===== src/hdl/toq_pkg.sv =====
package toq_pkg;

	// One timed entry: output-state byte, sequence number, microsecond stamp.
	typedef struct packed
	{
		logic [7:0] state;
		logic [7:0] seq;
		logic [15:0] stamp;
	} toq_entry_t;

	// Access path for the diagnostic record.
	typedef enum logic [1:0] {TOQ_PATH_RS, TOQ_PATH_CAN, TOQ_PATH_ECAT} toq_path_t;

	// One diagnostic read request.
	typedef struct packed
	{
		toq_path_t path;
		logic [15:0] index;
		logic [7:0] sub;
		logic [4:0] byte_idx;
	} toq_diag_req_t;

	localparam int BATCH = 15;
	localparam int QDEPTH = 32;
	localparam int SEQ_LAST_BIT = 6;
	localparam int CHANNELS = 4;
	localparam int STATE_MSB = 7;

	localparam logic [7:0] MODULE_INFO = 8'h1f;
	localparam logic [7:0] CHANNEL_KIND = 8'h72;
	localparam logic [7:0] DIAG_BITS = 8'h00;
	localparam logic [7:0] CHANNEL_COUNT = 8'h04;
	localparam logic [7:0] RSVD_BYTE = 8'h00;

	localparam logic [4:0] OFS_MODULE_INFO = 5'h01;
	localparam logic [4:0] OFS_CHANNEL_KIND = 5'h04;
	localparam logic [4:0] OFS_DIAG_BITS = 5'h05;
	localparam logic [4:0] OFS_CHANNEL_COUNT = 5'h06;
	localparam logic [4:0] OFS_STAMP = 5'h10;
	localparam logic [4:0] LEN_FULL = 5'h14;
	localparam logic [4:0] LEN_SHORT = 5'h04;
	localparam logic [4:0] STAMP_LEN = 5'h04;

	localparam logic [15:0] RS_FULL = 16'h0001;
	localparam logic [15:0] RS_SHORT = 16'h0000;
	localparam logic [15:0] IX_FULL = 16'h2f01;
	localparam logic [15:0] IX_SHORT = 16'h2f00;
	localparam logic [15:0] ECAT_IX = 16'h5005;
	localparam logic [7:0] SX_FIRST = 8'h02;
	localparam logic [7:0] SX_LAST_BYTE = 8'h11;
	localparam logic [7:0] SX_STAMP = 8'h13;

endpackage


===== src/hdl/toq_timed_output.sv =====
//Contract
// Queued entries are driven in order and removed once their state is applied.
// Host marks a short batch by setting bit 6 of the final sequence number.
// The block raises no interrupts; diagnostics are information only.
// Record set 01h returns the whole record, record set 00h the first four bytes.
// CANopen index 2F01h gives the whole record, 2F00h the first four bytes.
// EtherCAT index 5005h gives one subindex per field, starting at 02h.
// Record order fixed; every reserved byte reads 00h.
// Module information byte reads 1Fh: digital class, channel information present.
// Channel kind reads 72h, digital output, bit 7 zero.
// Diagnostic bits per channel reads 00h.
// Channel count reads 04h.
// Timestamp field holds the 32-bit ticker captured when the record is generated.
// Host must supply a microsecond ticker for timed outputs to work.
// Image moves into the queue only after the full batch of fifteen is written; the code also commits on any write whose sequence number has bit 6 set.
// Each entry is four bytes of the output image.
// An entry's state is applied when the ticker reaches its stamp.
module toq_timed_output #(
	parameter int BATCH = toq_pkg::BATCH,
	parameter int QDEPTH = toq_pkg::QDEPTH
) (
	input wire logic clk,
	input wire logic rst,
	input wire logic [31:0] us_ticker,
	input wire logic img_wr,
	input wire logic [3:0] img_slot,
	input wire toq_pkg::toq_entry_t img_entry,
	input wire logic diag_req,
	input wire toq_pkg::toq_diag_req_t diag_sel,
	output logic img_ready,
	output logic [toq_pkg::CHANNELS-1:0] do_out,
	output logic [5:0] queued_entry_count,
	output logic [7:0] last_written_sequence,
	output logic diag_valid,
	output logic diag_err,
	output logic [7:0] diag_data
);

	typedef enum logic {TOQ_COLLECT, TOQ_DRAIN} toq_state_t;
	localparam int QW = $clog2(QDEPTH);

	// Map a request to a record byte offset; bit 5 flags a valid request.
	function automatic logic [5:0] toq_map(toq_pkg::toq_diag_req_t r);
		logic [5:0] m;
		m = 6'h00;
		case (r.path)
			// record set numbers
			// CANopen object indices
			toq_pkg::TOQ_PATH_RS, toq_pkg::TOQ_PATH_CAN:
			begin
				if ((r.index == (r.path == toq_pkg::TOQ_PATH_RS ? toq_pkg::RS_FULL : toq_pkg::IX_FULL)
					&& r.byte_idx < toq_pkg::LEN_FULL) ||
					(r.index == (r.path == toq_pkg::TOQ_PATH_RS ? toq_pkg::RS_SHORT : toq_pkg::IX_SHORT)
					&& r.byte_idx < toq_pkg::LEN_SHORT))
					m = {1'b1, r.byte_idx};
			end
			// EtherCAT subindex map
			toq_pkg::TOQ_PATH_ECAT:
			begin
				if (r.index == toq_pkg::ECAT_IX && r.sub >= toq_pkg::SX_FIRST
					&& r.sub <= toq_pkg::SX_LAST_BYTE && r.byte_idx == 5'h00)
					m = {1'b1, 5'(r.sub - toq_pkg::SX_FIRST)};
				else if (r.index == toq_pkg::ECAT_IX && r.sub == toq_pkg::SX_STAMP
					&& r.byte_idx < toq_pkg::STAMP_LEN)
					m = {1'b1, 5'(toq_pkg::OFS_STAMP + r.byte_idx)};
			end
			default: m = 6'h00;
		endcase
		return m;
	endfunction

	// Byte of the record at an offset; the stamp is sent most significant byte first.
	function automatic logic [7:0] toq_byte(logic [4:0] ofs, logic [31:0] ts);
		logic [7:0] b;
		b = toq_pkg::RSVD_BYTE;
		case (ofs)
			// module information byte
			toq_pkg::OFS_MODULE_INFO: b = toq_pkg::MODULE_INFO;
			// digital output kind
			toq_pkg::OFS_CHANNEL_KIND: b = toq_pkg::CHANNEL_KIND;
			// no diagnostic bits
			toq_pkg::OFS_DIAG_BITS: b = toq_pkg::DIAG_BITS;
			// four channels
			toq_pkg::OFS_CHANNEL_COUNT: b = toq_pkg::CHANNEL_COUNT;
			default:
			begin
				if (ofs >= toq_pkg::OFS_STAMP)
					b = ts[8*(3-int'(ofs[1:0])) +: 8];
			end
		endcase
		return b;
	endfunction

	toq_pkg::toq_entry_t image [BATCH];
	toq_pkg::toq_entry_t sb_mem [2];
	toq_pkg::toq_entry_t queue [QDEPTH];
	logic [BATCH-1:0] mask_reg, mask_next;
	toq_state_t state_reg, state_next;
	logic [3:0] drain_reg, drain_next, drain_len_reg;
	logic sb_wp_reg, sb_rp_reg;
	logic [1:0] sb_cnt_reg;
	logic [QW:0] q_wp_reg, q_rp_reg;
	logic [31:0] snap_reg, snap_next;

	// Image collection: a write is taken only while the image is open.
	wire logic wr_take = img_wr && img_ready && (int'(img_slot) < BATCH);
	wire logic wr_last = wr_take && img_entry.seq[toq_pkg::SEQ_LAST_BIT];
	// batch complete commit
	wire logic commit = wr_take && ((&(mask_reg | (BATCH'(1) << img_slot))) || wr_last);

	// Two-entry buffer between image drain and queue; a full queue stalls the drain.
	wire logic sb_in_valid = (state_reg == TOQ_DRAIN);
	wire logic sb_in_ready = (sb_cnt_reg != 2'h2);
	wire logic sb_push = sb_in_valid && sb_in_ready;
	wire logic q_full = (q_wp_reg - q_rp_reg) == (QW+1)'(QDEPTH);
	wire logic q_empty = (q_wp_reg == q_rp_reg);
	wire logic sb_out_valid = (sb_cnt_reg != 2'h0);
	wire logic sb_out_ready = !q_full;
	wire logic q_push = sb_out_valid && sb_out_ready;
	wire toq_pkg::toq_entry_t q_head = queue[q_rp_reg[QW-1:0]];
	// stamp match
	wire logic q_pop = !q_empty && (q_head.stamp == us_ticker[15:0]);

	// Drain sequencing: a short batch drains slot zero up to the marked slot.
	always_comb
	begin
		state_next = state_reg;
		drain_next = drain_reg;
		mask_next = mask_reg;
		if (state_reg == TOQ_COLLECT && commit)
		begin
			state_next = TOQ_DRAIN;
			drain_next = 4'h0;
		end
		else if (state_reg == TOQ_COLLECT && wr_take)
			mask_next = mask_reg | (BATCH'(1) << img_slot);
		else if (state_reg == TOQ_DRAIN && sb_push)
		begin
			drain_next = drain_reg + 4'h1;
			if (drain_reg == drain_len_reg)
			begin
				state_next = TOQ_COLLECT;
				mask_next = '0;
			end
		end
	end

	// State registers; img_ready follows the next state, so writes after a commit are refused.
	always_ff @(posedge clk or posedge rst)
	begin
		if (rst)
		begin
			state_reg <= TOQ_COLLECT;
			drain_reg <= 4'h0;
			drain_len_reg <= 4'h0;
			mask_reg <= '0;
			img_ready <= 1'b1;
			last_written_sequence <= 8'h00;
		end
		else
		begin
			state_reg <= state_next;
			drain_reg <= drain_next;
			mask_reg <= mask_next;
			img_ready <= (state_next == TOQ_COLLECT);
			if (commit)
				drain_len_reg <= wr_last ? img_slot : 4'(BATCH - 1);
			if (wr_take)
				last_written_sequence <= img_entry.seq;
		end
	end

	// Image store has no reset; a short batch drains every slot from zero to the marked slot, written or not.
	always_ff @(posedge clk)
	begin
		if (wr_take)
			image[img_slot] <= img_entry;
		if (sb_push)
			sb_mem[sb_wp_reg] <= image[drain_reg];
		if (q_push)
			queue[q_wp_reg[QW-1:0]] <= sb_mem[sb_rp_reg];
	end

	// in-order queue
	always_ff @(posedge clk or posedge rst)
	begin
		if (rst)
		begin
			sb_wp_reg <= 1'b0;
			sb_rp_reg <= 1'b0;
			sb_cnt_reg <= 2'h0;
			q_wp_reg <= '0;
			q_rp_reg <= '0;
			do_out <= '0;
			queued_entry_count <= 6'h00;
		end
		else
		begin
			sb_wp_reg <= sb_wp_reg ^ sb_push;
			sb_rp_reg <= sb_rp_reg ^ q_push;
			sb_cnt_reg <= sb_cnt_reg + 2'(sb_push) - 2'(q_push);
			q_wp_reg <= q_wp_reg + (QW+1)'(q_push);
			q_rp_reg <= q_rp_reg + (QW+1)'(q_pop);
			queued_entry_count <= 6'(q_wp_reg + (QW+1)'(q_push) - q_rp_reg - (QW+1)'(q_pop));
			if (q_pop)
				do_out <= q_head.state[toq_pkg::STATE_MSB -: toq_pkg::CHANNELS];
		end
	end

	// Diagnostic read: a request for byte zero regenerates the record stamp.
	wire logic [5:0] diag_map = toq_map(diag_sel);
	// stamp capture
	assign snap_next = (diag_req && diag_sel.byte_idx == 5'h00) ? us_ticker : snap_reg;

	// read without side effects
	always_ff @(posedge clk or posedge rst)
	begin
		if (rst)
		begin
			snap_reg <= 32'h0000_0000;
			diag_valid <= 1'b0;
			diag_err <= 1'b0;
			diag_data <= 8'h00;
		end
		else
		begin
			snap_reg <= snap_next;
			diag_valid <= diag_req;
			diag_err <= diag_req && !diag_map[5];
			// reserved bytes zero
			if (diag_req)
				diag_data <= diag_map[5] ? toq_byte(diag_map[4:0], snap_next) : 8'h00;
		end
	end
endmodule // toq_timed_output


===== config.mk =====
export PLATFORM = sky130hd
export DESIGN_NAME = toq_timed_output
export DESIGN_NICKNAME = d
export VERILOG_FILES = /design/src/hdl/toq_pkg.sv /design/src/hdl/toq_timed_output.sv
export SDC_FILE = /design/constraint.sdc
export NUM_CORES = 1
export LEC_CHECK = 0
export BUFFER_PORTS_ARGS = -buffer_cell sky130_fd_sc_hd__clkbuf_2
export CAP_MARGIN = 20
export CORE_MARGIN = 2
export CORE_UTILIZATION = 45
export CTS_CLUSTER_SIZE = 20
export DETAILED_ROUTE_END_ITERATION = 7
export PLACE_DENSITY_LB_ADDON = 0.05
export SYNTH_ARGS = -nofsm -noshare
export SYNTH_HDL_FRONTEND = slang
export SYNTH_SLANG_ARGS = --single-unit

===== constraint.sdc =====
create_clock -name clk -period 6.7 [get_ports clk]
set_input_delay 1.005 -clock clk [delete_from_list [all_inputs] [get_ports clk]]
set_output_delay 1.005 -clock clk [all_outputs]
set_load 0.02 [all_outputs]

Word level (Yosys, flattened, before mapping)
Memory sizes are Yosys's and may differ from the RTL's.
Cells that the tools add are included.

storage, ports and cells
  memories kept = 3
  logic and storage cells = 122
  latch bits = 0
  bits in registers = 101
  bits of input ports = 103
  memory bits (read-only) = 0
  output and inout port bits = 29
  bits in writable memories = 1568

memory list
  memory  depth  bits a word  rd ports  clocked after memory_dff  wr ports  RTL line                source
  queue   32     32           1         0                         1         toq_timed_output.sv:96  toq_pkg::toq_entry_t queue [QDEPTH];
  image   15     32           1         0                         1         toq_timed_output.sv:94  toq_pkg::toq_entry_t image [BATCH];
  sb_mem  2      32           1         0                         1         toq_timed_output.sv:95  toq_pkg::toq_entry_t sb_mem [2];

cells by class
  equality and inequality tests = 16
  bitwise gates (word level) = 6
  div/mod/pow operators = 0
  muxes and demuxes = 27
  multiply operators = 0
  shift operators = 2
  reductions and logical operators = 34
  $lt $le $gt $ge = 6
  add/sub/neg operators = 11

operators by type and width
  operator                                                        count
  two-way mux 15 bit                                              3
  equality test 16 x 14 -> 1 bit                                  2
  two-way mux 32 bit                                              1
  case mux 8 bit (4 select lines)                                 1
  variable part select 32 x 6 -> 8 bit                            1
  two-way mux 14 bit                                              2
  logical AND 1 bit                                               19
  two-way mux 6 bit                                               3
  equality test 16 x 15 -> 1 bit, second input constant           1
  equality test 16 bit                                            1
  two-way mux 4 bit                                               4
  two-way mux 8 bit                                               2
  equality test 5 x 3 -> 1 bit, second input constant             3
  bitwise OR 15 bit                                               1
  AND reduction 15 bit                                            1
  << shifter 1 x 4 -> 15 bit, first input constant                1
  adder 6 x 1 -> 6 bit                                            2
  case mux 6 bit (2 select lines)                                 1
  subtractor 6 bit                                                2
  two-way mux 1 bit                                               10
  equality test 8 x 5 -> 1 bit, second input constant             1
  >= comparator 8 x 2 -> 1 bit, second input constant             1
  less-or-equal comparator 8 x 5 -> 1 bit, second input constant  1
  nonzero test 2 bit                                              4
  other kinds (27)                                                34

Logic depth before layout (Yosys ltp)
Gate-level depths: netlist of the first run.

  depth in word-level cells = 12
  gate-level depth with buffers = 24

Worst setup path after synthesis of the first run
No wires, ideal clock.

  path type = reg-to-reg
  start = reg q_rp_reg[1]
  end = reg queued_entry_count[5]
  buffers on the path = 6
  clock period less this slack = 5198 ps
  setup slack = 1502 ps
  arrival time = 5074 ps
  cell stages (with the launch flop) = 25
  cell sequence = dfrtp_1 buf_2 buf_2 buf_2 buf_2 buf_1 buf_1 inv_1 ha_1 nor2b_1 o21ai_0 nand2b_1 a21oi_1 mux2i_1 o32a_1 ha_1 inv_1 fa_1 inv_1 ha_1 nand2_1 nand3b_1 a21o_1 a21oi_1 xnor2_1

between the ends
  word-level cells in the longest chain between the ends = 7

RTL lines
  item                           RTL line                 source
  from (decl)                    toq_timed_output.sv:102  logic [QW:0] q_wp_reg, q_rp_reg;
  from (signal assigned)         toq_timed_output.sv:203  q_rp_reg <= q_rp_reg + (QW+1)'(q_pop);
  subtractor 6 bit               toq_timed_output.sv:115  wire logic q_full = (q_wp_reg - q_rp_reg) == (QW+1)'(QDEPTH);
  equality test 6 bit            toq_timed_output.sv:115
  logical NOT 1 bit              toq_timed_output.sv:118  wire logic sb_out_ready = !q_full;
  logical AND 1 bit              toq_timed_output.sv:119  wire logic q_push = sb_out_valid && sb_out_ready;
  adder 6 x 1 -> 6 bit           toq_timed_output.sv:204  queued_entry_count <= 6'(q_wp_reg + (QW+1)'(q_push) - q_rp_reg - (QW+1)'(q_pop));
  subtractor 6 bit               toq_timed_output.sv:204
  subtractor 6 x 1 -> 6 bit (*)  toq_timed_output.sv:204
  to (signal assigned)           toq_timed_output.sv:204
  to (decl)                      toq_timed_output.sv:32   output logic [5:0] queued_entry_count,

Mark *: on every way between the ends. The rest lies on a longest branch, timed or not.
A chain may end at the register's enable or synchronous reset.

Final worst setup path of the first run
  start = reg q_rp_reg[0]
  end = reg queued_entry_count[5]

RTL lines
  item                                                                RTL line                 source
  memory (32 x 32 bit) / equality test 6 bit (equally long branches)  -
  equality test 16 bit / logical NOT 1 bit (equally long branches)    toq_timed_output.sv:122  wire logic q_pop = !q_empty && (q_head.stamp == us_ticker[15:0]);
  logical AND 1 bit (*)                                               toq_timed_output.sv:122
  via q_pop                                                           toq_timed_output.sv:122
  subtractor 6 x 1 -> 6 bit (*)                                       toq_timed_output.sv:204

The timed path passes the listed nets; every way through them passes the cells marked *.

==> metrics.md, run 1 <==
| Metric | Value |
|---|---|
| Status | `complete, no violations` |
| Final min period | `5260 ps` |
| Critical Path Source Type | `flip-flop` |
| Ys flop type | `edfxtp_1` |
| Critical path's largest stage delay | `900 ps` |
| Post-synthesis register bit count | `1081` |
| Total global-route track usage | `22.0%` |
| Hold WC Path Type | `flip-flop to flip-flop` |
| DP Cell Count | `3638` |
| Port bufs | `127` |
| Switching share of total power | `28.3%` |
| Clock Skew | `26.9 ps` |
| WL per Instance | `27.8 um` |
| Max-cap violation count | `0` |
| Crit path cell chain | `buf_4 -> buf_4 -> mux4_2 -> mux2_2 -> nand2_1 -> a21oi_1 -> xor2_1 -> nor4_1 -> nand4_2 -> buf_4 -> inv_1 -> fa_1 -> inv_1 -> ha_1 -> nand2_1 -> nand3b_1 -> a21o_1 -> a21oi_1 -> xnor2_1` |
| Seq/Total Area, Yosys | `74.3%` |
| Hpwl dp | `65800 um` |
| Largest register FFs | `640` |
| Hold buffer count at CTS | `0` |
| Post-cts sizing count | `0` |
| Number of failing hold endpoints at the final stage | `0` |
| CP endpoint kind | `flip-flop` |
| # fillers | `7599` |
| Initial DRC Count | `1940` |
| # IOs | `132` |
| Num CTS Buffers | `112` |
| Async SR Flop Fraction | `9.34%` |
| Drt total wl | `107000 um` |
| Setup violations, final | `0` |
| CTS root buf | `clkbuf_16` |
| Data arrival, critical path | `5850 ps` |
| Largest cells by area after synthesis | `edfxtp_1 68%, mux4_2 9.8%, dfrtp_1 5.8%, mux2_2 3.1%, mux2i_1 1.9%` |
| Mapped Area | `0.0430 mm2` |
| Multi-input logic area | `0.0106 mm2` |
| Worst skew pair latency | `680 ps` |
| Worst-path maximum fanout | `36` |
| Fin crit share | `78.5%` |
| Core area | `0.0949 mm2` |
| Largest net degree at the start of global routing | `61` |
| GRT overflow | `0` |
| Global-route wire length before repair | `156000 um` |
| CP delay by family, top | `buffers and inverters` |
| DIE HEIGHT | `313 um` |
| Yosys Warn Count | `0` |
| Die area | `0.0981 mm2` |
| Rel. slew slack | `32.4%` |
| Rows | `113` |
| FF/Latch Area | `0.0320 mm2` |
| Worst EP required | `7290 ps` |
| Total nets after synthesis | `2389` |
| F_max | `190 MHz` |
| Psw | `5.63 mW` |
| Power per cell area | `402 mW/mm2` |
| RSZ-0062 raised after global routing | `false` |
| DR vias/cell | `5.75` |
| Clock Path Buffers | `3` |
| Clk network pwr share | `32.0%` |
| Layout Area Growth over Synthesis | `15.1%` |
| Comb pwr share | `19.5%` |
| Slowest CP cell | `dfrtp_4` |
| Reg power frac | `48.5%` |
| Share of layout cells above drive strength 1 | `29.8%` |
| GPL Wtd Cong | `0.838` |
| Post-synth top area cell | `edfxtp_1` |
| Initial core utilization | `45.3%` |
| Synth top area share | `68.4%` |
| Critical Path Most Common Cell | `buf_4` |
| DR vias | `22100` |
| Int Power | `14.3 mW` |
| Average size of a mapped cell | `19.0 um2` |
| Clock sinks | `1081` |
| P_leak | `16.5 nW` |
| EDFF count, synth | `980` |
| Setup TNS | `0 ps` |
| Finished Layout Cells | `3849` |
| Post-CTS setup buffers | `0` |
| Slew Viols, Final | `0` |
| Worst-margin pin slew | `1010 ps` |
| DR pass1 iterations | `5` |
| Initial antenna violation count | `2` |
| Antenna Nets Post-Route | `0` |
| Die W | `313 um` |
| TritonCTS clock tree | `built` |
| Remaining DRCs | `0` |
| Syn Inst Count | `2262` |
| WS Path Type | `flip-flop to flip-flop` |
| Number of global-route vias before repair | `22900` |
| CP Buf/Inv Count | `5` |
| # nets final | `2615` |
| Cell variety after synth | `77` |
| Peak supply drop | `0.000245 V` |
| Clk pin slew, worst setup/hold paths | `60 ps` |
| CTS H-tree lvls | `3` |
[power by group through the flow]
stage | Sequential [mW] | Clock [mW] | Combinational (mW)
6_report | 9.66 | 6.36 | 3.88
2_1_floorplan | 9.58 | 0 | 2.47
4_1_cts | 9.68 | 6.49 | 3.96
5_1_grt | 9.75 | 6.76 | 4.26
3_3_place_gp | 9.77 | 0 | 3.82
3_5_place_dp | 9.81 | 0 | 3.94
[cell families after synthesis]
family	after synthesis	synth area share (%)
buffers and inverters	147	1.44
AO/OA/AOI/OAI	250	3.87
AND/OR/NAND/NOR	324	3.57
XOR/XNOR	39	0.794
flip-flops	1081	74.3
adder cells (fa/ha/maj)	25	0.756
multiplexers	396	15.3
[tightest hold or removal path, cell delays in order (launching register included)]
cell and delay (ps):
dfrtp_1 350, nand2_1 50, nand2_1 50
[cell usage in the layout, fill, tap and decap left out, types with 16 or more instances in the layout]
cell       synthesis  layout
clkbuf_1          54      24
o21ai_0           58      58
xor2_1            22      22
nand2_1           93      93
mux2i_1           82      82
dfrtp_1          100      95
mux2_2           120     120
nor2_1           100      62
nand3_1           20      20
ha_1              22      22
inv_1             35      34
mux4_2           188     188
o22ai_1           33      33
a22oi_1           25      25
nor3_1            30      23
nor2_2             1      34
clkbuf_2           1     127
clkbuf_8           0      16
clkbuf_16          0     114
edfxtp_1         980     980
xnor2_1           17      17
a21oi_1           38      38
buf_4              5      88
[cell type report]
cell class,instances,area share [%]
multi-input combinational,1034,21.4
clock inverter,54,1.32
tap,1265,3.20
sequential,1081,64.6
inverter,40,0.308
antenna,2,0.0101
timing repair buffer,219,2.78
clock buffer,154,6.39
[worst paths after layout]
check                                          from                        to  slack (ps)  cells after the start
max                                     q_rp_reg[0]     queued_entry_count[5]        1440                     19
min                        last_written_sequence[0]  last_written_sequence[0]         480                      2
max reg2reg                             q_rp_reg[0]     queued_entry_count[5]        1440                     19
min reg2reg                last_written_sequence[0]  last_written_sequence[0]         480                      2
max in group asynchronous                       rst              snap_reg[19]        5100                      3
min in group asynchronous                       rst               q_rp_reg[0]         500                      2
[through the flow]
| step | total power [mW] | setup slack, ps | hold slack, ps | instance area [um2] | util [%] |
|---|---|---|---|---|---|
| global placement | 13.6 | 1290 | 464 | 45700 | 48.1 |
| finish | 19.9 | 1440 | 480 | 49500 | 52.2 |
| floorplan | 12.0 | 1500 | 456 | 43000 | - |
| detailed placement | 13.8 | 1370 | 468 | 45700 | 48.1 |
| global route | 20.8 | 1080 | 491 | 49500 | 52.2 |
| CTS | 20.1 | 1330 | 470 | 49500 | 52.2 |
[per-layer routing]
layer	wire length, um	part of all wire, %	global-route usage [%]
met2	54400	51	37.5
met3	5520	5.2	3.76
met5	11	0.010	0
met4	2620	2.4	6.33
met1	44600	42	29.2
[synth_stat cells, types with 24 or more instances]
library cell	n
mux4_2	188
o22ai_1	33
dfrtp_1	100
clkbuf_1	54
edfxtp_1	980
mux2_2	120
nor2_1	100
mux2i_1	82
o21ai_0	58
a22oi_1	25
nor3_1	30
buf_2	24
nand2_1	93
a21oi_1	38
inv_1	35
(Power assumes the default switching activity.)
==> run 2, diff against run 1 <==
==> constraint.sdc (replaced) <==
create_clock -name clk -period 5.1 [get_ports clk]
set_input_delay 0.765 -clock clk [delete_from_list [all_inputs] [get_ports clk]]
set_output_delay 0.765 -clock clk [all_outputs]
set_load 0.02 [all_outputs]
==> run 2 against run 1 <==
Against the previous run: clock power grew 23%; non-clock buffer count is 41 higher; global-route usage about the same; clock-buffer cell count fell by 7; largest cell class unchanged; via count is 0.11% higher; first-iteration DRC count shrank 9.2%; sequential power up 30%; utilization is 0.15 points higher; clock skew grew 1.8 ps; cell area rose by 0.30%.
==> metrics.md, run 2 (synthesis gave the netlist of run 1 again) <==
| Metric | Value |
|---|---|
| Clock Path Buffers | `3 (unchanged)` |
| Hpwl dp | `66200 um (+0.61%)` |
| Total power | `25.7 mW (+29%)` |
| F_max | `206 MHz (+8.6%)` |
| CP Buf/Inv Count | `3 (-2)` |
| Largest net degree at the start of global routing | `73 (+20%)` |
| Clk pin slew, worst setup/hold paths | `60 ps (about the same)` |
| Peak supply drop | `0.000298 V (+22%)` |
| CTS root buf | `clkbuf_16` |
| # nets final | `2656 (+1.6%)` |
| Slew Viols, Final | `0 (unchanged)` |
| Global-route wire length before repair | `156000 um (+0.34%)` |
| DIE HEIGHT | `313 um (unchanged)` |
| Die W | `313 um (unchanged)` |
| Core area | `0.0949 mm2 (unchanged)` |
| Worst-path maximum fanout | `15 (-58%)` |
| WL met3 | `4760 um (-14%)` |
| WS Path Type | `flip-flop to flip-flop` |
| Share of layout cells above drive strength 1 | `30.1% (+0.30 points)` |
| Power per cell area | `517 mW/mm2 (+29%)` |
| Data arrival, critical path | `5440 ps (-410 ps)` |
| Largest register FFs | `640 (unchanged)` |
| Num CTS Buffers | `112 (unchanged)` |
| Port bufs | `127 (unchanged)` |
| Min Hold Slack | `275 ps (-205 ps)` |
| GPL Wtd Cong | `0.852 (+1.6%)` |
| WL per Instance | `27.5 um (-1.0%)` |
| Worst-margin pin slew | `1120 ps (+113 ps)` |
| Number of failing hold endpoints at the final stage | `0 (unchanged)` |
| Crit path cell chain | `buf_12 -> mux4_2 -> mux4_2 -> mux2i_1 -> xor2_1 -> o2111ai_1 -> nor4_2 -> nand4_2 -> inv_1 -> fa_1 -> inv_1 -> ha_1 -> nand2_1 -> nand3b_1 -> a21o_1 -> a21oi_1 -> xnor2_1` |
| RSZ-0062 raised after global routing | `false` |
| TritonCTS clock tree | `built` |
| Drt total wl | `107000 um (about the same)` |
| Die area | `0.0981 mm2 (unchanged)` |
| Highest routed layer | `met5` |
| Initial DRC Count | `1761 (-9.2%)` |
| Leading cell type in the layout, fill and taps excluded | `edfxtp_1` |
| Fin crit share | `95.0% (+16 points)` |
| Final min period | `4840 ps (-419 ps)` |
| Clock sinks | `1081 (unchanged)` |
| DR vias/cell | `5.69 (-1.0%)` |
| Status | `complete, no violations` |
| DR vias | `22200 (+0.11%)` |
| R2R setup slack | `260 ps (-1180 ps)` |
| Max-cap violation count | `0 (unchanged)` |
| Slowest CP cell | `dfrtp_4` |
| Rows | `113 (unchanged)` |
| Remaining DRCs | `0 (unchanged)` |
| # IOs | `132 (unchanged)` |
| Worst skew pair latency | `690 ps (about the same)` |
| WL met2 | `54900 um (+1.0%)` |
| Layout Area Growth over Synthesis | `15.5%` |
| Initial core utilization | `45.3% (unchanged)` |
| Clock Skew | `28.6 ps (+1.76 ps)` |
| Setup TNS | `0 ps (unchanged)` |
| DR pass1 iterations | `6 (+1)` |
| Antenna Nets Post-Route | `0 (unchanged)` |
| Critical Path Source Type | `flip-flop` |
| # fillers | `7644 (+0.59%)` |
| Multi-input logic area | `0.0106 mm2 (unchanged)` |
| Final core occ | `52.3% (+0.15 points)` |
| CP delay by family, top | `multiplexers` |
| GRT overflow | `0 (unchanged)` |
| Total global-route track usage | `22.0% (+0.040 points)` |
| Initial antenna violation count | `4 (+2)` |
| Rel. slew slack | `24.2% (-8.2 points)` |
| Hold WC Path Type | `input pin to flip-flop` |
| Critical path's largest stage delay | `640 ps (-260 ps)` |
| Worst EP required | `5700 ps (-1590 ps)` |
| P_leak | `16.7 nW (+0.69%)` |
| FF/Latch Area | `0.0320 mm2 (unchanged)` |
| Most frequent cells in the layout | `980 x edfxtp_1, 188 x mux4_2, 127 x clkbuf_2` |
| Met1 WL | `44800 um (+0.33%)` |
| Setup violations, final | `0 (unchanged)` |
| CP endpoint kind | `flip-flop` |
| CTS H-tree lvls | `3 (unchanged)` |
| Number of global-route vias before repair | `23200 (+1.5%)` |
## run 2: cell count changes in the layout (fill, tap and decap cells not counted)
| cell | previous run | this run |
|---|---|---|
| buf_12 | 4 | 12 |
| buf_16 | 0 | 1 |
| buf_4 | 88 | 119 |
| bufinv_16 | 13 | 7 |
| clkbuf_1 | 24 | 28 |
| clkbuf_16 | 114 | 116 |
| clkbuf_8 | 16 | 4 |
| clkinv_1 | 15 | 32 |
| clkinv_2 | 15 | 17 |
| clkinv_4 | 1 | 2 |
| clkinv_8 | 3 | 0 |
| clkinvlp_4 | 5 | 3 |
| diode_2 | 2 | 4 |
| inv_6 | 3 | 1 |
## run 2: stage by stage
step | area [um2] | instances | setup slack, ps
6_report | 49700 | 3892 | 257
5_1_grt | 49600 | 3889 | 58.2
4_1_cts | 49600 | 3887 | 193
3_5_place_dp | 46100 | 3679 | 238
3_3_place_gp | 46100 | 3679 | 198
2_1_floorplan | 43000 | 2262 | 45.0
## run 2: power breakdown
part	internal, mW	switching (mW)	leakage, nW
registers	12.1	0.486	10.1
logic	1.66	3.54	4.81
clock network	4.52	3.31	1.71
total	18.3	7.33	16.7
## run 2: per-layer routing
| metal | global-route usage, % | vias to the layer above |
|---|---|---|
| li1 | - | 9724 |
| met1 | 28.9 | 11700 |
| met2 | 37.8 | 561 |
| met3 | 3.55 | 160 |
| met4 | 6.82 | 2 |
| met5 | 0 | - |
## run 2: what timing repair did
item                       in CTS  in global routing
hold buffers                    0                  0
setup endpoints to repair       0                  1
resized for setup               0                  1
buffers inserted                0                  0
## run 2: path summary, 6_finish.rpt
path                                                from                        to  depth (start not counted)
max in group asynchronous                            rst               q_rp_reg[1]                          3
worst max register to register               q_rp_reg[0]     queued_entry_count[5]                         17
worst min-delay path                       img_entry[16]  last_written_sequence[0]                          3
min in group asynchronous                            rst  last_written_sequence[1]                          2
worst min register to register  last_written_sequence[5]  last_written_sequence[5]                          2
worst max-delay path                         q_rp_reg[0]     queued_entry_count[5]                         17
## run 2: layout make-up
cell class,instances,share of cell area (%)
tap,1265,3.19
clock inverter,61,0.960
inverter,40,0.307
timing repair buffer,260,3.67
clock buffer,147,6.12
sequential,1081,64.4
antenna,4,0.0202
multi-input combinational,1034,21.3
## run 2: tightest hold or removal path, delay by kind of cell
| kind | cells | cell delay, ps |
|---|---|---|
| and+or+nand+nor | 2 | 90 |
| buffers and inverters | 1 | 80 |
